$ cat config.mk
export PLATFORM = sky130hd
export DESIGN_NAME = evd_top
export DESIGN_NICKNAME = d
export VERILOG_FILES = /design/src/hdl/evd_pkg.sv /design/src/hdl/evd_fault_if.sv /design/src/hdl/evd_top.sv /design/src/hdl/evd_sync.sv /design/src/hdl/evd_fault_decode.sv
export SDC_FILE = /design/constraint.sdc
export NUM_CORES = 1
export LEC_CHECK = 0
export BUFFER_PORTS_ARGS = -buffer_cell sky130_fd_sc_hd__buf_4
export CORE_MARGIN = 10
export CORE_UTILIZATION = 58
export DETAILED_ROUTE_END_ITERATION = 7
export PLACE_DENSITY = 0.86
export SYNTH_ARGS = -nofsm -noshare
export SYNTH_HDL_FRONTEND = slang
export SYNTH_HIERARCHICAL = 1
export SYNTH_SLANG_ARGS = --single-unit
$ cat constraint.sdc
create_clock -name mclk -period 5.8 [get_ports mclk]
set_input_delay 0.58 -clock mclk [delete_from_list [all_inputs] [get_ports mclk]]
set_output_delay 0.58 -clock mclk [all_outputs]
set_load 0.01 [all_outputs]
$ cat src/hdl/evd_pkg.sv
// Constants, register map and types of the exception vector dispatch block
package evd_pkg;
  // ******************************************************
  // Vector offsets
  // ******************************************************
  localparam logic [19:0] VEC_RESET = 20'h00100;
  localparam logic [19:0] VEC_MCHK  = 20'h00200;
  localparam logic [19:0] VEC_DACC  = 20'h00300;
  localparam logic [19:0] VEC_IACC  = 20'h00400;
  localparam logic [19:0] VEC_EXT   = 20'h00500;
  localparam logic [19:0] VEC_ALIGN = 20'h00600;
  // ******************************************************
  // Register byte addresses
  // ******************************************************
  localparam logic [7:0] ADDR_CAUSE  = 8'h00;
  localparam logic [7:0] ADDR_BKPT   = 8'h04;
  localparam logic [7:0] ADDR_CTRL   = 8'h08;
  localparam logic [7:0] ADDR_VECTOR = 8'h0c;
  localparam logic [7:0] ADDR_STATUS = 8'h10;
  localparam logic [7:0] ADDR_MASK   = 8'h14;
  // ******************************************************
  // Field positions and reset values
  // ******************************************************
  localparam int CAUSE_NOTRANS_BIT = 30;
  localparam int CAUSE_PROT_BIT    = 27;
  localparam int CAUSE_IO_BIT      = 26;
  localparam int CAUSE_STORE_BIT   = 25;
  localparam int CAUSE_BKPT_BIT    = 22;
  localparam int CAUSE_EXTDIS_BIT  = 20;
  localparam int CTRL_EXT_ACC_BIT  = 0;
  localparam int CTRL_EXT_IRQ_BIT  = 1;
  localparam int BKPT_ADDR_LSB     = 3;
  localparam int NUM_EXC           = 6;
  localparam logic [31:0] CAUSE_RESET = 32'h0000_0000;
  localparam logic [31:0] BKPT_RESET  = 32'h0000_0000;
  localparam logic [1:0]  CTRL_RESET  = 2'h0;
  localparam logic [5:0]  MASK_RESET  = 6'h00;
  localparam logic [1:0]  BKPT_OFF    = 2'h0;
  localparam logic [1:0]  BKPT_LOAD   = 2'h1;
  localparam logic [1:0]  BKPT_STORE  = 2'h2;
  localparam logic [1:0]  PP_NO_ACCESS = 2'h0;
  // ******************************************************
  // Types
  // ******************************************************
  typedef enum logic [2:0] {
    EXC_NONE, EXC_RESET, EXC_MCHK, EXC_DACC, EXC_IACC, EXC_EXT, EXC_ALIGN
  } evd_exc_t;
  typedef enum logic [2:0] {
    OP_PLAIN, OP_EXT_CTRL_IN_WORD, OP_EXT_CTRL_OUT_WORD, OP_LOAD_RESERVE_WORD,
    OP_STORE_COND_WORD, OP_LOAD_STRING_CMP_BYTE, OP_FLOAT
  } evd_op_t;
  typedef enum {ST_IDLE, ST_WAIT_ACK} evd_state_t;
endpackage

$ cat src/hdl/evd_fault_if.sv
// Access attributes and decoded fault causes between dispatcher and decoder
`timescale 1ns/1ns
`default_nettype none
interface evd_fault_if;
  import evd_pkg::*;
  logic        dacc_valid;
  logic        dacc_store;
  evd_op_t     dacc_op;
  logic [31:0] dacc_ea;
  logic        segment_io_flag;
  logic        dacc_write_through;
  logic        dacc_xlate_miss;
  logic        dacc_prot_fault;
  logic        dacc_page_cross;
  logic        ext_access_enable_bit;
  logic [31:0] data_breakpoint_reg;
  logic        ifetch_valid;
  logic        ifetch_xlate_miss;
  logic        ifetch_io_seg;
  logic        ifetch_user;
  logic        supervisor_key;
  logic        user_key;
  logic [1:0]  page_protect_bits;
  logic        dacc_fault;
  logic        align_fault;
  logic        iacc_fault;
  logic [31:0] cause;
  modport decoder (
    input  dacc_valid, dacc_store, dacc_op, dacc_ea, segment_io_flag, dacc_write_through,
    input  dacc_xlate_miss, dacc_prot_fault, dacc_page_cross, ext_access_enable_bit,
    input  data_breakpoint_reg, ifetch_valid, ifetch_xlate_miss, ifetch_io_seg,
    input  ifetch_user, supervisor_key, user_key, page_protect_bits,
    output dacc_fault, align_fault, iacc_fault, cause
  );
  modport owner (
    output dacc_valid, dacc_store, dacc_op, dacc_ea, segment_io_flag, dacc_write_through,
    output dacc_xlate_miss, dacc_prot_fault, dacc_page_cross, ext_access_enable_bit,
    output data_breakpoint_reg, ifetch_valid, ifetch_xlate_miss, ifetch_io_seg,
    output ifetch_user, supervisor_key, user_key, page_protect_bits,
    input  dacc_fault, align_fault, iacc_fault, cause
  );
endinterface
`default_nettype wire

$ cat src/hdl/evd_top.sv
// Exception recognition, priority dispatch and register file
//
// What this block does
// - Either soft or hard reset input asserted takes system reset at offset 00100.
// - Transfer error acknowledge during a data bus transaction takes machine check at 00200.
// - A data access fault at 00300 sets the no-translation cause bit when no entry matched.
// - The protection cause bit is set when page or block protection forbids the access.
// - The I/O cause bit is set for special ops on I/O segments or external control ops on write-through.
// - The direction cause bit is set for a store and cleared for a load.
// - The breakpoint cause bit is set on an address match in any of three compare modes.
// - External control ops with the access enable cleared set a bit and fault.
// - An untranslatable fetch address takes instruction access at 00400.
// - A fetch from an I/O segment takes instruction access.
// - Keys with protection bits forbidding read take instruction access.
// - The external interrupt input takes external interrupt at 00500.
// - A floating-point operand in an I/O segment takes alignment at 00600.
// - A scalar operand crossing a page boundary takes alignment.
// - External interrupts are recognised only while the enable bit is set.
// - External interrupts wait until the pipeline and its exceptions have drained.
//
// The strobed register port and the register addresses are this design's own decisions.
`timescale 1ns/1ns
`default_nettype none
module evd_top (
  input  wire logic            mclk,
  input  wire logic            rst_n,
  input  wire logic [7:0]      reg_addr,
  input  wire logic [31:0]     reg_wdata,
  input  wire logic            reg_we,
  input  wire logic            reg_re,
  output logic      [31:0]     reg_rdata,
  input  wire logic            soft_reset_in,
  input  wire logic            hard_reset_in,
  input  wire logic            transfer_error_ack,
  input  wire logic            data_bus_busy,
  input  wire logic            ext_irq_in,
  input  wire logic            dacc_valid,
  input  wire logic            dacc_store,
  input  wire evd_pkg::evd_op_t dacc_op,
  input  wire logic [31:0]     dacc_ea,
  input  wire logic            segment_io_flag,
  input  wire logic            dacc_write_through,
  input  wire logic            dacc_xlate_miss,
  input  wire logic            dacc_prot_fault,
  input  wire logic            dacc_page_cross,
  input  wire logic            ifetch_valid,
  input  wire logic            ifetch_xlate_miss,
  input  wire logic            ifetch_io_seg,
  input  wire logic            ifetch_user,
  input  wire logic            supervisor_key,
  input  wire logic            user_key,
  input  wire logic [1:0]      page_protect_bits,
  input  wire logic            pipe_idle,
  input  wire logic            exc_ack,
  output logic                 exc_take,
  output logic      [19:0]     exc_vector,
  output var evd_pkg::evd_exc_t exc_kind,
  output logic                 exc_busy,
  output logic                 irq
);
  import evd_pkg::*;

  // ******************************************************
  // Helpers
  // ******************************************************
  function automatic logic [19:0] vec_of(input evd_exc_t k);
    case (k)
      EXC_RESET: vec_of = VEC_RESET;
      EXC_MCHK:  vec_of = VEC_MCHK;
      EXC_DACC:  vec_of = VEC_DACC;
      EXC_IACC:  vec_of = VEC_IACC;
      EXC_EXT:   vec_of = VEC_EXT;
      EXC_ALIGN: vec_of = VEC_ALIGN;
      default:   vec_of = 20'h00000;
    endcase
  endfunction

  function automatic logic [NUM_EXC-1:0] bit_of(input evd_exc_t k);
    case (k)
      EXC_RESET: bit_of = 6'h01;
      EXC_MCHK:  bit_of = 6'h02;
      EXC_DACC:  bit_of = 6'h04;
      EXC_IACC:  bit_of = 6'h08;
      EXC_EXT:   bit_of = 6'h10;
      EXC_ALIGN: bit_of = 6'h20;
      default:   bit_of = 6'h00;
    endcase
  endfunction

  // ******************************************************
  // Pin synchronisers
  // ******************************************************
  logic [4:0] pins_s;
  logic       soft_reset_in_s;
  logic       hard_reset_in_s;
  logic       tea_s;
  logic       busy_s;
  logic       ext_irq_s;

  evd_sync #(
    .WIDTH (5)
  ) u_sync (
    .mclk  (mclk),
    .rst_n (rst_n),
    .d     ({ext_irq_in, data_bus_busy, transfer_error_ack, hard_reset_in, soft_reset_in}),
    .q     (pins_s)
  );

  assign soft_reset_in_s  = pins_s[0];
  assign hard_reset_in_s  = pins_s[1];
  assign tea_s     = pins_s[2];
  assign busy_s    = pins_s[3];
  assign ext_irq_s = pins_s[4];

  // ******************************************************
  // Registers
  // ******************************************************
  logic [31:0]        data_fault_cause_reg;
  logic [31:0]        data_breakpoint_reg;
  logic [1:0]         ctrl_r;
  logic [NUM_EXC-1:0] status_r;
  logic [NUM_EXC-1:0] mask_r;
  logic [31:0]        reg_rdata_r;
  logic               ext_access_enable_bit;
  logic               ext_irq_enable_bit;

  assign ext_access_enable_bit = ctrl_r[CTRL_EXT_ACC_BIT];
  assign ext_irq_enable_bit    = ctrl_r[CTRL_EXT_IRQ_BIT];

  // ******************************************************
  // Fault decoder
  // ******************************************************
  evd_fault_if fif ();

  assign fif.dacc_valid            = dacc_valid;
  assign fif.dacc_store            = dacc_store;
  assign fif.dacc_op               = dacc_op;
  assign fif.dacc_ea               = dacc_ea;
  assign fif.segment_io_flag       = segment_io_flag;
  assign fif.dacc_write_through    = dacc_write_through;
  assign fif.dacc_xlate_miss       = dacc_xlate_miss;
  assign fif.dacc_prot_fault       = dacc_prot_fault;
  assign fif.dacc_page_cross       = dacc_page_cross;
  assign fif.ext_access_enable_bit = ext_access_enable_bit;
  assign fif.data_breakpoint_reg   = data_breakpoint_reg;
  assign fif.ifetch_valid          = ifetch_valid;
  assign fif.ifetch_xlate_miss     = ifetch_xlate_miss;
  assign fif.ifetch_io_seg         = ifetch_io_seg;
  assign fif.ifetch_user           = ifetch_user;
  assign fif.supervisor_key        = supervisor_key;
  assign fif.user_key              = user_key;
  assign fif.page_protect_bits     = page_protect_bits;

  evd_fault_decode u_dec (
    .f (fif.decoder)
  );

  // ******************************************************
  // Asynchronous event capture
  // ******************************************************
  // Reset and machine check arrive from pins and may come while the
  // dispatcher is busy, so each is latched until it is dispatched.
  logic       rst_lvl_prev_r;
  logic       mchk_lvl_prev_r;
  logic       rst_pend_r;
  logic       mchk_pend_r;
  logic       rst_rise;
  logic       mchk_rise;
  logic       rst_lvl;
  logic       mchk_lvl;
  evd_exc_t   sel;
  evd_state_t state_r;
  logic       take_now;

  assign rst_lvl   = soft_reset_in_s || hard_reset_in_s;
  assign mchk_lvl  = tea_s && busy_s;
  assign rst_rise  = rst_lvl && !rst_lvl_prev_r;
  assign mchk_rise = mchk_lvl && !mchk_lvl_prev_r;

  always_ff @(posedge mclk or negedge rst_n) begin
    if (!rst_n) begin
      rst_lvl_prev_r  <= 1'b0;
      mchk_lvl_prev_r <= 1'b0;
    end else begin
      rst_lvl_prev_r  <= rst_lvl;
      mchk_lvl_prev_r <= mchk_lvl;
    end
  end

  // Set wins over the clear by dispatch
  always_ff @(posedge mclk or negedge rst_n) begin
    if (!rst_n) begin
      rst_pend_r  <= 1'b0;
      mchk_pend_r <= 1'b0;
    end else begin
      rst_pend_r  <= rst_rise || (rst_pend_r && !(take_now && sel == EXC_RESET));
      mchk_pend_r <= mchk_rise || (mchk_pend_r && !(take_now && sel == EXC_MCHK));
    end
  end

  // ******************************************************
  // Priority select
  // ******************************************************
  // Reset, then machine check, then others
  always_comb begin
    sel = EXC_NONE;
    if (rst_pend_r) begin
      sel = EXC_RESET;
    end else if (mchk_pend_r) begin
      sel = EXC_MCHK;
    end else if (state_r == ST_IDLE) begin
      if (fif.iacc_fault) begin
        sel = EXC_IACC;
      end else if (fif.dacc_fault) begin
        sel = EXC_DACC;
      end else if (fif.align_fault) begin
        sel = EXC_ALIGN;
      end else if (ext_irq_s && ext_irq_enable_bit && pipe_idle && !dacc_valid &&
                   !ifetch_valid) begin
        sel = EXC_EXT;
      end
    end
  end

  // Catastrophic events may preempt a handler still waiting for acknowledge
  assign take_now = (sel != EXC_NONE);

  // ******************************************************
  // Dispatch state machine
  // ******************************************************
  always_ff @(posedge mclk or negedge rst_n) begin
    if (!rst_n) begin
      state_r <= ST_IDLE;
    end else begin
      case (state_r)
        ST_IDLE: begin
          if (take_now) begin
            state_r <= ST_WAIT_ACK;
          end
        end
        ST_WAIT_ACK: begin
          if (exc_ack && !take_now) begin
            state_r <= ST_IDLE;
          end
        end
        default: state_r <= ST_IDLE;
      endcase
    end
  end

  always_ff @(posedge mclk or negedge rst_n) begin
    if (!rst_n) begin
      exc_take   <= 1'b0;
      exc_vector <= 20'h00000;
      exc_kind   <= EXC_NONE;
    end else begin
      exc_take <= take_now;
      if (take_now) begin
        exc_vector <= vec_of(sel);
        exc_kind   <= sel;
      end
    end
  end

  assign exc_busy = (state_r == ST_WAIT_ACK);

  always_ff @(posedge mclk or negedge rst_n) begin
    if (!rst_n) begin
      data_fault_cause_reg <= CAUSE_RESET;
    end else if (take_now && sel == EXC_DACC) begin
      data_fault_cause_reg <= fif.cause;
    end
  end

  // ******************************************************
  // Register writes
  // ******************************************************
  logic wr_bkpt;
  logic wr_ctrl;
  logic wr_status;
  logic wr_mask;

  assign wr_bkpt   = reg_we && (reg_addr == ADDR_BKPT);
  assign wr_ctrl   = reg_we && (reg_addr == ADDR_CTRL);
  assign wr_status = reg_we && (reg_addr == ADDR_STATUS);
  assign wr_mask   = reg_we && (reg_addr == ADDR_MASK);

  always_ff @(posedge mclk or negedge rst_n) begin
    if (!rst_n) begin
      data_breakpoint_reg <= BKPT_RESET;
    end else if (wr_bkpt) begin
      data_breakpoint_reg <= {reg_wdata[31:BKPT_ADDR_LSB], 1'b0, reg_wdata[1:0]};
    end
  end

  always_ff @(posedge mclk or negedge rst_n) begin
    if (!rst_n) begin
      ctrl_r <= CTRL_RESET;
    end else if (wr_ctrl) begin
      ctrl_r <= reg_wdata[1:0];
    end
  end

  always_ff @(posedge mclk or negedge rst_n) begin
    if (!rst_n) begin
      mask_r <= MASK_RESET;
    end else if (wr_mask) begin
      mask_r <= reg_wdata[NUM_EXC-1:0];
    end
  end

  // ******************************************************
  // Interrupt status
  // ******************************************************
  // Write one to clear; a dispatch in the same cycle keeps its bit
  logic [NUM_EXC-1:0] status_clr;
  logic [NUM_EXC-1:0] status_set;

  assign status_clr = wr_status ? reg_wdata[NUM_EXC-1:0] : 6'h00;
  assign status_set = take_now ? bit_of(sel) : 6'h00;

  always_ff @(posedge mclk or negedge rst_n) begin
    if (!rst_n) begin
      status_r <= 6'h00;
    end else begin
      status_r <= (status_r & ~status_clr) | status_set;
    end
  end

  assign irq = |(status_r & mask_r);

  // ******************************************************
  // Register reads
  // ******************************************************
  // Data stand for one cycle only; unmapped addresses read zero
  always_ff @(posedge mclk or negedge rst_n) begin
    if (!rst_n) begin
      reg_rdata_r <= 32'h0000_0000;
    end else if (reg_re) begin
      case (reg_addr)
        ADDR_CAUSE:  reg_rdata_r <= data_fault_cause_reg;
        ADDR_BKPT:   reg_rdata_r <= data_breakpoint_reg;
        ADDR_CTRL:   reg_rdata_r <= {30'h0, ctrl_r};
        ADDR_VECTOR: reg_rdata_r <= {9'h0, exc_kind, exc_vector};
        ADDR_STATUS: reg_rdata_r <= {26'h0, status_r};
        ADDR_MASK:   reg_rdata_r <= {26'h0, mask_r};
        default:     reg_rdata_r <= 32'h0000_0000;
      endcase
    end else begin
      reg_rdata_r <= 32'h0000_0000;
    end
  end

  assign reg_rdata = reg_rdata_r;
endmodule
`default_nettype wire

$ cat src/hdl/evd_sync.sv
// Two-flop synchroniser for a group of pin inputs
`timescale 1ns/1ns
`default_nettype none
module evd_sync #(
  parameter int WIDTH = 4
) (
  input  wire logic             mclk,
  input  wire logic             rst_n,
  input  wire logic [WIDTH-1:0] d,
  output logic      [WIDTH-1:0] q
);
  logic [WIDTH-1:0] meta_r;
  always_ff @(posedge mclk or negedge rst_n) begin
    if (!rst_n) begin
      meta_r <= '0;
      q      <= '0;
    end else begin
      meta_r <= d;
      q      <= meta_r;
    end
  end
endmodule
`default_nettype wire

$ cat src/hdl/evd_fault_decode.sv
// Combinational decode of data, fetch and alignment fault causes
`timescale 1ns/1ns
`default_nettype none
module evd_fault_decode (
  evd_fault_if.decoder f
);
  import evd_pkg::*;
  logic ext_op;
  logic io_class_op;
  logic bkpt_hit;
  logic cur_key;
  logic [31:0] c;
  always_comb begin
    ext_op      = (f.dacc_op == OP_EXT_CTRL_IN_WORD) || (f.dacc_op == OP_EXT_CTRL_OUT_WORD);
    io_class_op = ext_op || (f.dacc_op == OP_LOAD_RESERVE_WORD) ||
                  (f.dacc_op == OP_STORE_COND_WORD) || (f.dacc_op == OP_LOAD_STRING_CMP_BYTE);
    bkpt_hit    = (f.data_breakpoint_reg[1:0] != BKPT_OFF) &&
                  (f.dacc_ea[31:BKPT_ADDR_LSB] == f.data_breakpoint_reg[31:BKPT_ADDR_LSB]) &&
                  (f.dacc_store ? f.data_breakpoint_reg[1] : f.data_breakpoint_reg[0]);
    c = 32'h0000_0000;
    c[CAUSE_NOTRANS_BIT] = f.dacc_xlate_miss;
    c[CAUSE_PROT_BIT]    = f.dacc_prot_fault;
    c[CAUSE_IO_BIT]      = (io_class_op && f.segment_io_flag) ||
                           (ext_op && f.dacc_write_through);
    c[CAUSE_STORE_BIT]   = f.dacc_store;
    c[CAUSE_BKPT_BIT]    = bkpt_hit;
    c[CAUSE_EXTDIS_BIT]  = ext_op && !f.ext_access_enable_bit;
    f.cause = c;
    // Direction bit alone never raises the fault
    f.dacc_fault = f.dacc_valid && (c[CAUSE_NOTRANS_BIT] || c[CAUSE_PROT_BIT] ||
                   c[CAUSE_IO_BIT] || c[CAUSE_BKPT_BIT] || c[CAUSE_EXTDIS_BIT]);
    // Float in I/O or non-float page cross
    f.align_fault = f.dacc_valid && (((f.dacc_op == OP_FLOAT) && f.segment_io_flag) ||
                    ((f.dacc_op != OP_FLOAT) && f.dacc_page_cross));
    cur_key = f.ifetch_user ? f.user_key : f.supervisor_key;
    f.iacc_fault = f.ifetch_valid && (f.ifetch_xlate_miss || f.ifetch_io_seg ||
                   (cur_key && (f.page_protect_bits == PP_NO_ACCESS)));
  end
endmodule
`default_nettype wire

==> results of run 1 <==
-- cell usage after synthesis, types with 2 or more instances --
library cell    n
a21o_1          9
a21oi_1         2
a22o_1          3
a22oi_1         9
a2bb2oi_1       2
and3_1          2
buf_2           8
buf_4          49
buf_6           3
clkbuf_1        5
conb_1          2
dfrtp_1       131
inv_1           9
mux2_1         37
mux2_2         10
mux2_4         30
mux2i_1        28
mux4_2          3
nand2_1        12
nand3_1         3
nand4_1         4
nor2_1         36
nor2b_1         4
nor3_1          4
nor3b_1         4
nor4_1          5
o21ai_0         3
o21ai_1         2
o22a_1          2
o31ai_1         2
xnor2_1         9
xor2_1         21
-- final timing paths --
| check | startpoint | endpoint | slack (ns) |
|---|---|---|---|
| max reg2reg | data_breakpoint_reg[20]$_DFFE_PN0P_ | data_fault_cause_reg[12]$_DFFE_PN0P_ | 2.19 |
| max | data_breakpoint_reg[20]$_DFFE_PN0P_ | data_fault_cause_reg[12]$_DFFE_PN0P_ | 2.19 |
| min | data_bus_busy | u_sync/meta_r[3]$_DFF_PN0_ | 0.16 |
| min reg2reg | u_sync/meta_r[4]$_DFF_PN0_ | u_sync/q[4]$_DFF_PN0_ | 0.35 |
| min in group asynchronous | rst_n | data_fault_cause_reg[13]$_DFFE_PN0P_ | 0.20 |
| max in group asynchronous | rst_n | reg_rdata[21]$_DFF_PN0_ | 4.35 |
-- metal layers --
metal	wire (um)	share of wire [%]	vias to the layer above	track usage [%]
li1	-	-	1852	-
met3	1270	8.5	19	6.15
met2	7660	51	178	34.0
met4	238	1.6	0	7.57
met1	5720	38	2027	23.1
met5	0	0	-	0
-- stage by stage --
step	worst slack [ns]	area (sq um)	instances	hold slack (ns)	total power, mW
after global placement	2.09	7110	727	0.332	1.52
after floorplan	3.41	6350	518	0.284	1.40
after CTS	2.15	7670	759	0.140	2.55
final	2.19	7670	759	0.155	2.54
after detailed placement	1.97	7110	727	0.337	1.55
after global routing	1.93	7670	759	0.138	2.65
-- layout make-up --
| type | count | area, sq um |
|---|---|---|
| clock buffers | 17 | 414 |
| clock inverters | 15 | 148 |
| fillers | 694 | 2700 |
| inverters | 9 | 33.8 |
| multi-input cells | 312 | 2580 |
| flip-flops and latches | 131 | 3280 |
| well taps | 136 | 170 |
| repair buffers | 139 | 1040 |
-- worst reg2reg max path, delay by kind of cell (launching register included) --
kind	cells	cell delay, ns
multiplexers	1	0.66
XOR/XNOR	1	0.18
AO/OA/AOI/OAI	1	0.27
AND/OR/NAND/NOR	4	1.94
flip-flops	1	0.44
-- cells by family (layout without fill, tap and decap cells) --
logic type,count (synthesis),after routing
multiplexers,108,108
buffers and inverters,75,180
AO/OA/AOI/OAI,45,45
AND/OR/NAND/NOR,86,86
other,2,43
XOR/XNOR,30,30
flip-flops,131,131
-- power by group through the flow --
| stage | Combinational, mW | Clock, mW | Sequential, mW |
|---|---|---|---|
| after global placement | 0.362 | 0 | 1.16 |
| after CTS | 0.385 | 1.01 | 1.15 |
| after global routing | 0.421 | 1.06 | 1.17 |
| after detailed placement | 0.380 | 0 | 1.17 |
| final | 0.381 | 1.00 | 1.15 |
| after floorplan | 0.255 | 0 | 1.14 |
==> results by stage, run 1 <==
Timing:
- The post-route fraction of the period consumed by the critical path is 62.3%.
- Setup violations remaining at the end of the flow were counted as 0.
- For this run, the top clock speed supported by timing is 0.277 GHz.
- The slew at the pin closest to its max-slew limit is 1.10 ns.
- Setup repair after global routing left no endpoint under its margin.
- After routing, the total negative slack on setup checks comes to 0 ns.
- The max-slew violation count was 0.
- The minimum clock period after layout is 3.61 ns.
- The tightest slew margin relative to the limit is 26.2%.
- Clock skew on the completed layout was measured at 0.00949 ns.
- The count of endpoints failing hold in the final timing report was 0.

Setup path:
- The worst setup path is captured at a register.
- In this design, the stage delay of the slowest critical-path cell is 0.75 ns.
- The critical path goes through xor2_1 -> nor4_1 -> nand4_1 -> nor4_2 -> o21a_1 -> nand3_2 -> mux2_1.
- The required time at the endpoint of the critical path is 6.20 ns.
- The type of the setup path with the least slack is reg -> reg.
- The data arrival time of the critical path is 4.01 ns.
- The worst-path cell with the longest stage delay is nand3_2.
- The worst path buffer plus inverter count is 0.
- On the critical path the largest part of the delay comes from simple AND/OR/NAND/NOR gates.
- The cell depth of the worst flop-to-flop path is 7.
- The worst setup path is launched from a register.
- Along the worst path, the maximum fanout reaches 33.
- Counting buffers and inverters, the worst setup path is 7 cells deep.

Clocking:
- The buffers inserted during post-CTS setup optimization is 0.
- No sink is reached through more buffers than the 2 on the longest clock path.
- The later pin in the worst-skew pair is clocked with a latency of 0.53 ns.
- The post-cts sizing count is 0.
- TritonCTS built the clock tree.
- In this run the clock root is driven by a clkbuf_8.
- The number of hold-repair buffers added at the cts stage is 0.
- CTS built an H-tree with a depth of 4.
- Clock-pin slew was measured on the worst setup and hold paths at 0.06 ns.
- Clock tree synthesis inserted a total of 17 buffers.
- CTS saw 131 sinks.

Power:
- The net switching component of the power is 0.682 mW.
- The clock group share of total power is 39.6%.
- IR analysis of the VDD net gives a maximum drop of 0.182 mV.
- The leakage power summed over all cells is 3.96 nW.
- Registers are responsible for 45.4% of the overall power.
- The internal power of the cells totals 1.86 mW.
- Combinational logic burns 15.0% of the power.
- The proportion of total power due to net switching is 26.9%.
- For this design the ratio of total power to cell area is 331 nW/um^2.

Synthesis:
- In the synthesized netlist the dominant register cell turns out to be dfrtp_1.
- The cell count after synthesis came out at 477.
- The area fraction in compound gates after synthesis is 5.75%.
- After synthesis, the share of flip-flops with an asynchronous set or reset is 100%.
- Summing the areas of all fa, ha and maj instances in the mapped netlist gives 0% of the synthesized area.
- The synthesized area per cell is 13.0 sq um.
- The portion of synthesized area spent on multiplexers is 21.4%.
- After synthesis, the cell types taking the most area are dfrtp_1, mux2_4, mux2_1.
- The register area share after synthesis is 52.9%.
- By area, the combinational part of the netlist is dominated by multiplexers.
- The cell area that synthesis handed to floorplanning was 6200 sq um.
- The number of distinct library cells after synthesis is 56.
- The biggest area consumer among synthesized cells is dfrtp_1.
- The simple-gate portion of the synthesized area is 7.55%.
- The fraction of post-synthesis cell area in the top cell type by area is 52.9%.
- The synthesized design contains 131 register bits.
- The number of synthesized flops with an enable pin is 0.
- During synthesis, Yosys emitted a total of 6 warnings.
- Of the total synthesized cell area, the portion taken by XOR and XNOR cells is 4.24%.

GRT:
- The first global-routing pass estimated 23,400 um of wire.
- The number of global-route vias before repair was 4,506.
- The number of antenna violations at the first check in global routing came to 0.
- The global routing usage summed across all routing layers is 19.9%.
- The largest net degree at the start of global routing is 77.
- For this run the aggregate overflow at the end of global routing stands at 0.

Layout:
- The library cell used most frequently in the layout, excluding fill and tap cells, is buf_4.
- Leaving out fill and tap cells, the most frequent cells in the layout are buf_4, dfrtp_1, conb_1.
- The net count of the finished layout is 711.
- For this run, the share of the core covered by cells in the final layout is 74.0%.
- The area growth from synthesis to layout is 23.7%.
- The count of inserted antenna diode cells is 0.
- The proportion of layout cells with a drive suffix above 1 is 36.0%.

Detailed routing:
- In the final routed layout, each cell accounts on average for 19.6 um.
- The first detailed-routing pass ran for 7 iterations.
- The via count normalized by instance count is 5.37.
- Detailed routing inserted a total of 4,076 vias.
- Summed over all layers, the routed wires come to 14,900 um.
- The detail route stage leaves a number of antenna-violating nets equal to 0.
- The violation count after the first detailed-routing iteration is 277.
- The count of unresolved DRC violations after routing is 0.

Die:
- The effective utilization at floorplan is 59.8%.
- The die extent in y is 123 um.
- The area inside the core boundary is 10,400 sq um.
- The die covers 15,200 sq um.
- The floorplan row count is 37.
- The die outline width is 123 um.
- The count of pins on the block boundary is 159.

Min path:
- The classification of the worst-slack hold path is in -> reg.
- Along the worst hold path, the cell count comes to 1.

Placement:
- Buffers placed on the I/O ports in this run total 138.
- The routability congestion estimate is 0.856.
- Detailed placement finished with a half-perimeter wire length of 10,800 um.

Outcome:
- The flow ran to the end, and the final reports show no timing, DRC or antenna violations.

Run:
- The max-cap check violation count is 0.
Note: power is estimated with default switching activity, not from simulation.
==> run 2, diff against run 1 <==
--- a/config.mk
+++ b/config.mk
@@ -7,9 +7,9 @@
 export LEC_CHECK = 0
 export BUFFER_PORTS_ARGS = -buffer_cell sky130_fd_sc_hd__buf_4
 export CORE_MARGIN = 10
-export CORE_UTILIZATION = 58
+export CORE_UTILIZATION = 54
 export DETAILED_ROUTE_END_ITERATION = 7
-export PLACE_DENSITY = 0.86
+export PLACE_DENSITY = 0.81
 export SYNTH_ARGS = -nofsm -noshare
 export SYNTH_HDL_FRONTEND = slang
 export SYNTH_HIERARCHICAL = 1
==> constraint.sdc (replaced) <==
create_clock -name mclk -period 3.5 [get_ports mclk]
set_input_delay 0.35 -clock mclk [delete_from_list [all_inputs] [get_ports mclk]]
set_output_delay 0.35 -clock mclk [all_outputs]
set_load 0.01 [all_outputs]
==> run 2 against run 1 <==
- clock power is 72% higher
- via count is 1.2% lower
- critical path depth is 1 higher
- sequential power is 66% higher
- maximum frequency is 24% higher
- sequential share of layout area is 0.26 points lower
- die area is 6.2% higher
- critical path type unchanged
- critical endpoint is now data_fault_cause_reg[19]$_DFFE_PN0P_
- largest cell class unchanged
- largest power group unchanged
==> results by stage, run 2 (synthesized netlist as in run 1, its figures left out) <==
Layout:
- The library cell used most frequently in the layout, excluding fill and tap cells, is buf_4.
- The number of nets at the end of the flow is 713.
- The number of filler cells placed in the layout is 852.
- From synthesis to final layout, the design area changed by 24.5%.
- Measured on the finished design, the core utilization comes to 68.2%.
- Summing all multi-input logic gate instances after layout gives 2580 sq um.
- The count of inserted antenna diode cells is 0.
- Cells with a size suffix above 1 make up 35.2% of the layout.
- In the layout the commonest cells are buf_4, dfrtp_1, conb_1.
- The footprint of the flip-flops and latches is 3280 sq um.

Clocking:
- In this run the deepest clock path goes through 2 buffers.
- The clock reaches the later pin of the worst-skew pair after 0.42 ns.
- The post-cts sizing count is 0.
- The clock net in this run drives a total of 131 sinks.
- TritonCTS built the clock tree.
- Buffers inserted during clock tree synthesis total 17.
- The number of H-tree levels is 4.
- In this run the clock root is driven by a clkbuf_16.
- After clock tree synthesis, the clock-pin slew on the worst setup and hold paths is 0.05 ns.

Min path:
- The end of the worst hold path is u_sync/meta_r[4]$_DFF_PN0_.
- In this run the most critical hold path is launched from ext_irq_in.
- Counting instances, the worst hold path has a depth of 1.
- The worst hold path belongs to the class in -> reg.

Setup path:
- The setup check on the worst reg-to-reg path leaves a slack of 0.59 ns.
- The signal on the critical path passes through xor2_1 -> nor4_1 -> nand4_1 -> nor4_2 -> o21a_1 -> nand3_2 -> buf_4 -> mux2_1.
- The startpoint of the worst-slack reg-to-reg timing path is data_breakpoint_reg[20]$_DFFE_PN0P_.
- The critical path is of the reg -> reg type.
- The highest fanout seen on the critical path is 33.
- STA classifies the critical path endpoint as a register.
- STA puts the critical path data arrival time at 3.20 ns.
- The peak per-stage delay on the critical path is 0.53 ns.
- Among cell families on the critical path, the largest total delay comes from simple AND/OR/NAND/NOR gates.
- The cell depth of the worst flop-to-flop path is 8.
- The worst path buffer plus inverter count is 1.
- The worst setup path is launched from a register.
- For the worst setup path, the data required time is 3.79 ns.
- The capture point of the worst reg-to-reg path is data_fault_cause_reg[19]$_DFFE_PN0P_.
- The worst-path cell with the longest stage delay is nor4_1.

Detailed routing:
- After detailed routing, the number of remaining DRC violations is 0.
- The via count normalized by instance count is 5.26.
- After detailed routing, the average wire length per cell comes to 19.6 um.
- For this block, the initial DRC count from the detailed router was 257.
- The number of search-and-repair iterations in the first detailed-routing pass is 4.
- The detailed router placed 4,026 vias in this run.
- The remaining antenna violation count after routing is 0.
- The total routed wirelength is 15,000 um.

GRT:
- The sum of overflow across all layers after global routing is 0.
- The global routing usage summed across all routing layers is 19.0%.
- The number of antenna violations at the first check in global routing came to 0.
- The first global-routing pass estimated 24,200 um of wire.
- Entering global routing, the biggest net connects 88 pins.
- The number of global-route vias before repair is 4,519.

Outcome:
- The flow ran to the end, and the final reports show no timing, DRC or antenna violations.

Die:
- The die footprint is 16,200 sq um.
- The count of pins on the block boundary is 159.
- The floorplan row count is 39.
- The effective utilization at floorplan is 54.8%.
- The die extent in y is 127 um.
- In this run the horizontal extent of the chip is 127 um.
- The area inside the core boundary is 11,300 sq um.

Timing:
- After layout, the minimum clock period comes to 2.91 ns.
- The post-route fraction of the period consumed by the critical path is 83.1%.
- The tightest slew margin relative to the limit is 27.0%.
- The worst clock skew on the final layout is 0.00863 ns.
- Setup repair after global routing left no endpoint under its margin.
- The worst-case setup margin in the final layout is 0.593 ns.
- The count of endpoints failing hold in the final timing report came to 0.
- Based on the critical path, the design can be clocked at up to 0.344 GHz.
- At the pin with the least slew margin, the transition time is 1.09 ns.
- The max-slew violation count is 0.
- The setup-violating endpoint count in the final report is 0.
- Summed over all failing endpoints, the final setup total negative slack is 0 ns.

Power:
- The power per cell area is 553 nW/um^2.
- The sum of internal, switching and leakage power is 4.26 mW.
- The leakage power summed over all cells is 3.99 nW.
- The worst vdd rail ir drop is 0.404 mV.

Placement:
- Timing analysis after detailed placement gives a worst setup slack of 0.619 ns.
- Port buffering added 138 buffers.
- The final HPWL from detailed placement is 11,000 um.
- At the end of routability-driven placement, the weighted congestion stood at 0.838.

Run:
- Max-cap violations in this run came to 0.
## run 2: changes by cell type in the layout (fill, tap and decap cells not counted), moves of 2 or more
| cell | delta |
|---|---|
| clkbuf_1 | +4 |
| clkbuf_8 | +3 |
| clkinv_2 | +2 |
| clkinv_4 | -3 |
| clkinvlp_4 | -3 |
| inv_6 | -6 |
## run 2: cell type report
| class | instances | share of cell area, % |
|---|---|---|
| multi-input cells | 312 | 33.5 |
| clock buffers | 25 | 6.42 |
| well taps | 143 | 2.32 |
| repair buffers | 141 | 13.9 |
| flip-flops and latches | 131 | 42.5 |
| inverters | 9 | 0.438 |
| clock inverters | 5 | 0.973 |
## run 2: repair_timing
action | 4_1_cts | 5_1_grt
hold buffers | 1 | 0
hold endpoints to repair | 44 | 0
buffers inserted | 0 | 0
## run 2: how the worst max path moves through the flow
| stage | start | cells past startpoint | slack (ns) | endpoint |
|---|---|---|---|---|
| global placement | dacc_ea[18] | 9 | 0.75 | data_fault_cause_reg[14]$_DFFE_PN0P_ |
| finish | data_breakpoint_reg[20]$_DFFE_PN0P_ | 8 | 0.59 | data_fault_cause_reg[19]$_DFFE_PN0P_ |
| CTS | data_breakpoint_reg[20]$_DFFE_PN0P_ | 8 | 0.60 | data_fault_cause_reg[19]$_DFFE_PN0P_ |
| floorplan | data_breakpoint_reg[30]$_DFFE_PN0P_ | 8 | 1.32 | data_fault_cause_reg[11]$_DFFE_PN0P_ |
| detailed placement | dacc_ea[20] | 9 | 0.62 | data_fault_cause_reg[20]$_DFFE_PN0P_ |
| global route | data_breakpoint_reg[20]$_DFFE_PN0P_ | 8 | 0.50 | data_fault_cause_reg[12]$_DFFE_PN0P_ |
## run 2: metal layers
metal	up-vias	track usage (%)	part of all wire (%)
li1	1843	-	-
met1	2013	22.6	41
met2	146	31.0	49
met3	24	7.20	7.9
met4	0	6.76	1.9
met5	-	0	0
## run 2: metrics by stage
stage,cell area (sq um),std cells,hold slack [ns]
floorplan,6350,518,0.0544
global placement,7140,735,0.331
detailed placement,7140,735,0.338
CTS,7720,766,0.0246
global route,7720,766,0.0178
finish,7720,766,0.0356
## run 2: power breakdown
| part | leakage, nW | internal [mW] | switching (mW) |
|---|---|---|---|
| sequential | 1.69 | 1.76 | 0.153 |
| clock | 0.283 | 1.11 | 0.606 |
| combinational | 2.01 | 0.362 | 0.273 |
| total | 3.99 | 3.23 | 1.03 |
==> run 3, diff against run 2 <==
--- a/config.mk
+++ b/config.mk
@@ -5,6 +5,7 @@
 export SDC_FILE = /design/constraint.sdc
 export NUM_CORES = 1
 export LEC_CHECK = 0
+export ABC_AREA = 1
 export BUFFER_PORTS_ARGS = -buffer_cell sky130_fd_sc_hd__buf_4
 export CORE_MARGIN = 10
 export CORE_UTILIZATION = 54
==> constraint.sdc (replaced) <==
create_clock -name mclk -period 2.8 [get_ports mclk]
set_input_delay 0.28 -clock mclk [delete_from_list [all_inputs] [get_ports mclk]]
set_output_delay 0.28 -clock mclk [all_outputs]
set_load 0.01 [all_outputs]
==> run 3 against run 2 <==
- register-to-register slack worse by 0.32 ns
- global-route usage rose by 3.4 points
- power is 24% higher
- setup slack lost 0.32 ns
- largest power group unchanged
==> results by stage, run 3 <==
Die:
- The floorplan row count is 40.
- The effective utilization at floorplan is 54.8%.
- The area inside the core boundary is 11,900 sq um.
- In this run the vertical extent of the chip is 130 um.
- For this design the top-level I/O count stands at 159.
- In this run the horizontal extent of the chip is 130 um.
- The floorplan step defined a die boundary enclosing 16,900 sq um.

Layout:
- The most common cell after layout, fill and taps aside is nand2_1.
- At the end of the flow, the number of nets in the layout was 1,060.
- Compared with the post-synthesis result, the final layout area differs by 25.0%.
- The count of inserted antenna diode cells is 0.
- The total area of multi-input combinational cells is 2610 sq um.
- In the final layout, the share of cells above drive strength 1 is 21.6%.
- The filler cells instantiated in the layout total 1,004.
- Leaving out fill and tap cells, the most frequent cells in the layout are nand2_1, buf_4, dfrtp_1.
- The footprint of the flip-flops and latches is 3280 sq um.
- The final core utilization is 68.5%.

Synthesis:
- The synthesized area per cell is 7.99 sq um.
- The fraction of the mapped netlist area in adder cells is 0%.
- The area fraction in compound gates after synthesis is 8.05%.
- By area, the combinational part of the netlist is dominated by simple AND/OR/NAND/NOR gates.
- The synthesized design spends more area on one cell type than any other, namely dfrtp_1.
- The flop and latch count out of synthesis is 131.
- In the synthesized netlist, mux cells make up 0.153% of the area.
- In this run the cell area of the synthesized design comes to 6530 sq um.
- The fraction of post-synthesis cell area in the top cell type by area is 50.2%.
- The number of distinct library cells after synthesis is 34.
- The most common cell in the synthesized netlist is nand2_1.
- The area share of xor/xnor cells in the synthesized design is 2.41%.
- The register area share after synthesis is 50.2%.
- The dominant synthesized flop cell is dfrtp_1.
- The number of synthesized flops with an enable pin is 0.
- The share of synthesized flip-flops with an asynchronous set or reset is 100%.
- Synthesis produced 817 cells.
- Sorting the synthesized cells by area gives the leading types as dfrtp_1, nand2_1, buf_4.
- After synthesis, the most frequently instantiated cells are nand2_1, dfrtp_1, nand3_1.
- Yosys printed 6 warnings.
- The simple-gate portion of the synthesized area is 26.8%.

Power:
- Across the VDD grid, the largest voltage drop is 0.525 mV.
- Cell internal power was estimated by the tool at 3.83 mW.
- The power share of the sequential group is 44.8%.
- The net switching component of the power is 1.45 mW.
- The clock group share of total power is 41.6%.
- The leakage power summed over all cells is 4.33 nW.
- The power per cell area is 646 nW/um^2.
- The design draws 5.27 mW.
- The proportion of total power due to net switching is 27.4%.
- The fraction of power consumed by combinational cells is 13.7%.

Placement:
- Buffers placed on the I/O ports in this run total 138.
- Once detailed placement completed, the half-perimeter wirelength came to 13,600 um.
- Routability-driven placement finished with a final weighted congestion of 0.863.

Timing:
- In the finished design, the share of the clock period the worst path needs comes to 90.2%.
- Setup total negative slack on the finished layout was measured at 0 ns.
- The max-slew violation count is 0.
- Setup repair after global routing left no endpoint under its margin.
- The highest achievable clock rate is 0.396 GHz.
- Setup violations remaining at the end of the flow were counted as 0.
- The slew at the pin closest to its max-slew limit is 0.633 ns.
- The minimum clock period after layout is 2.52 ns.
- The count of endpoints failing hold in the final timing report came to 0.
- Headroom to the max-slew limit came out at 57.5%.
- The tightest hold margin is 0.0495 ns.
- Clock skew on the completed layout was measured at 0.0123 ns.

Detailed routing:
- Summed over all layers, the routed wires come to 18,400 um.
- After detailed routing, the average wire length per cell comes to 16.5 um.
- The detailed router placed 5,781 vias in this run.
- For this run, the detailed router's first-pass iteration total came to 8.
- In the routed layout, each cell is associated on average with a via count of 5.17.
- The detail route stage leaves a number of antenna-violating nets equal to 0.
- The count of unresolved DRC violations after routing is 0.
- For this block, the initial DRC count from the detailed router was 555.

Setup path:
- On the critical path the largest part of the delay comes from simple AND/OR/NAND/NOR gates.
- STA classifies the critical path endpoint as a register.
- On the critical path, the stage with the largest delay is an instance of dfrtp_1.
- The worst path buffer plus inverter count is 2.
- The required time at the endpoint of the critical path is 3.12 ns.
- The peak per-stage delay on the critical path is 0.40 ns.
- Traced cell by cell, the critical path runs through xnor2_1 -> nand2_1 -> nor2_1 -> nand2_1 -> nor2_1 -> nand2_1 -> a21oi_1 -> inv_1 -> a21oi_1 -> nor2_1 -> nor2_2 -> nand2_2 -> buf_4 -> nand2_1 -> nand2_1.
- The cell that appears most often on the critical path is nand2_1.
- Along the worst path, the maximum fanout reaches 33.
- The type of the setup path with the least slack is reg -> reg.
- The data arrival time of the critical path is 2.84 ns.
- STA classifies the critical path startpoint as a register.

Clocking:
- The number of clock buffers added by TritonCTS is 17.
- CTS built an H-tree with a depth of 4.
- The root buffer cell chosen for the clock tree is clkbuf_16.
- For the worst-skew pair, the clock arrives at the later sink with an insertion delay of 0.43 ns.
- The number of hold-repair buffers added at the cts stage is 6.
- After clock tree synthesis, the repair step resized 0 gates.
- After clock tree synthesis, the clock-pin slew on the worst setup and hold paths is 0.06 ns.
- After clock tree synthesis, the setup repair step added 0 buffers.
- The longest clock path from root to sink contains 2 buffers.
- The clock tree from TritonCTS is done.
- The clock net in this run drives a total of 131 sinks.

Outcome:
- The flow ran to the end, and the final reports show no timing, DRC or antenna violations.

GRT:
- Entering global routing, the biggest net connects 56 pins.
- The first-pass GRT wire length is 29,300 um.
- The number of antenna violations at the first check in global routing was 1.
- For this run, the total global-route usage over all layers was measured as 22.4%.
- Global routing finished with a remaining overflow of 0.
- The number of global-route vias before repair is 5,736.

Min path:
- The classification of the worst-slack hold path is in -> reg.

Run:
- The tool flagged a number of max-cap violations equal to 0.
## run 3: changes by cell type in the layout (fill, tap and decap cells not counted), moves of 15 or more
cell     change
nand2_1    +256
nand3_1     +73
inv_1       +62
mux2_1      -37
o21ai_0     +34
mux2_4      -30
mux2i_1     -27
o21ai_1     +17
xor2_1      -17
a21oi_1     +15
## run 3: routing by layer
metal | GRT usage (%) | vias to the layer above | wire, um
li1 | - | 2771 | -
met1 | 26.7 | 2729 | 7320
met2 | 37.5 | 234 | 9120
met3 | 6.57 | 47 | 1500
met4 | 8.93 | 0 | 494
met5 | 0 | - | 0
## run 3: cells by family (layout without fill, tap and decap cells)
group                  Yosys count  after routing
AO/OA/AOI/OAI                   93             93
XOR/XNOR                        18             18
buffers and inverters          153            267
flip-flops                     131            131
multiplexers                     1              1
other                            2             43
AND/OR/NAND/NOR                419            419
## run 3: path summary, 6_finish.rpt
kind / from / to / slack (ns) / cells after the start
max in group asynchronous: rst_n / mchk_pend_r$_DFF_PN0_ / 1.86 / 3
worst max register to register: data_breakpoint_reg[4]$_DFFE_PN0P_ / data_fault_cause_reg[0]$_DFFE_PN0P_ / 0.28 / 15
min in group asynchronous: rst_n / data_breakpoint_reg[13]$_DFFE_PN0P_ / 0.25 / 2
worst max-delay path: data_breakpoint_reg[4]$_DFFE_PN0P_ / data_fault_cause_reg[0]$_DFFE_PN0P_ / 0.28 / 15
worst min-delay path: exc_ack / state_r[0]$_DFFE_PN0P_ / 0.05 / 2
worst min register to register: u_sync/meta_r[3]$_DFF_PN0_ / u_sync/q[3]$_DFF_PN0_ / 0.35 / 0
## run 3: area by class of cell
type | instances | area share (%)
clock buffer | 20 | 5.60
timing repair buffer | 158 | 14.9
clock inverter | 12 | 1.63
tap | 147 | 2.25
multi-input combinational | 574 | 31.9
inverter | 77 | 3.54
sequential | 131 | 40.2
## run 3: worst register-to-register path, stage by stage, from the launching register on
cell     delay (ns)
dfrtp_1        0.40
xnor2_1        0.37
nand2_1        0.09
nor2_1         0.11
nand2_1        0.05
nor2_1         0.10
nand2_1        0.16
a21oi_1        0.18
inv_1          0.09
a21oi_1        0.13
nor2_1         0.07
nor2_2         0.19
nand2_2        0.07
buf_4          0.25
nand2_1        0.12
nand2_1        0.06
## run 3: power by group through the flow
| stage | Sequential, mW | Clock (mW) | Combinational [mW] |
|---|---|---|---|
| after detailed placement | 2.39 | 0 | 0.708 |
| after floorplan | 2.34 | 0 | 0.441 |
| after CTS | 2.36 | 2.20 | 0.725 |
| after global placement | 2.38 | 0 | 0.684 |
| final | 2.36 | 2.19 | 0.720 |
| after global routing | 2.40 | 2.29 | 0.825 |
## run 3: through the flow
stage	std cells	setup WS, ns	cell area (sq um)
6_report	1119	0.275	8160
2_1_floorplan	858	0.838	6690
5_1_grt	1119	0.0566	8160
4_1_cts	1119	0.373	8160
3_3_place_gp	1081	0.401	7510
3_5_place_dp	1081	0.381	7510
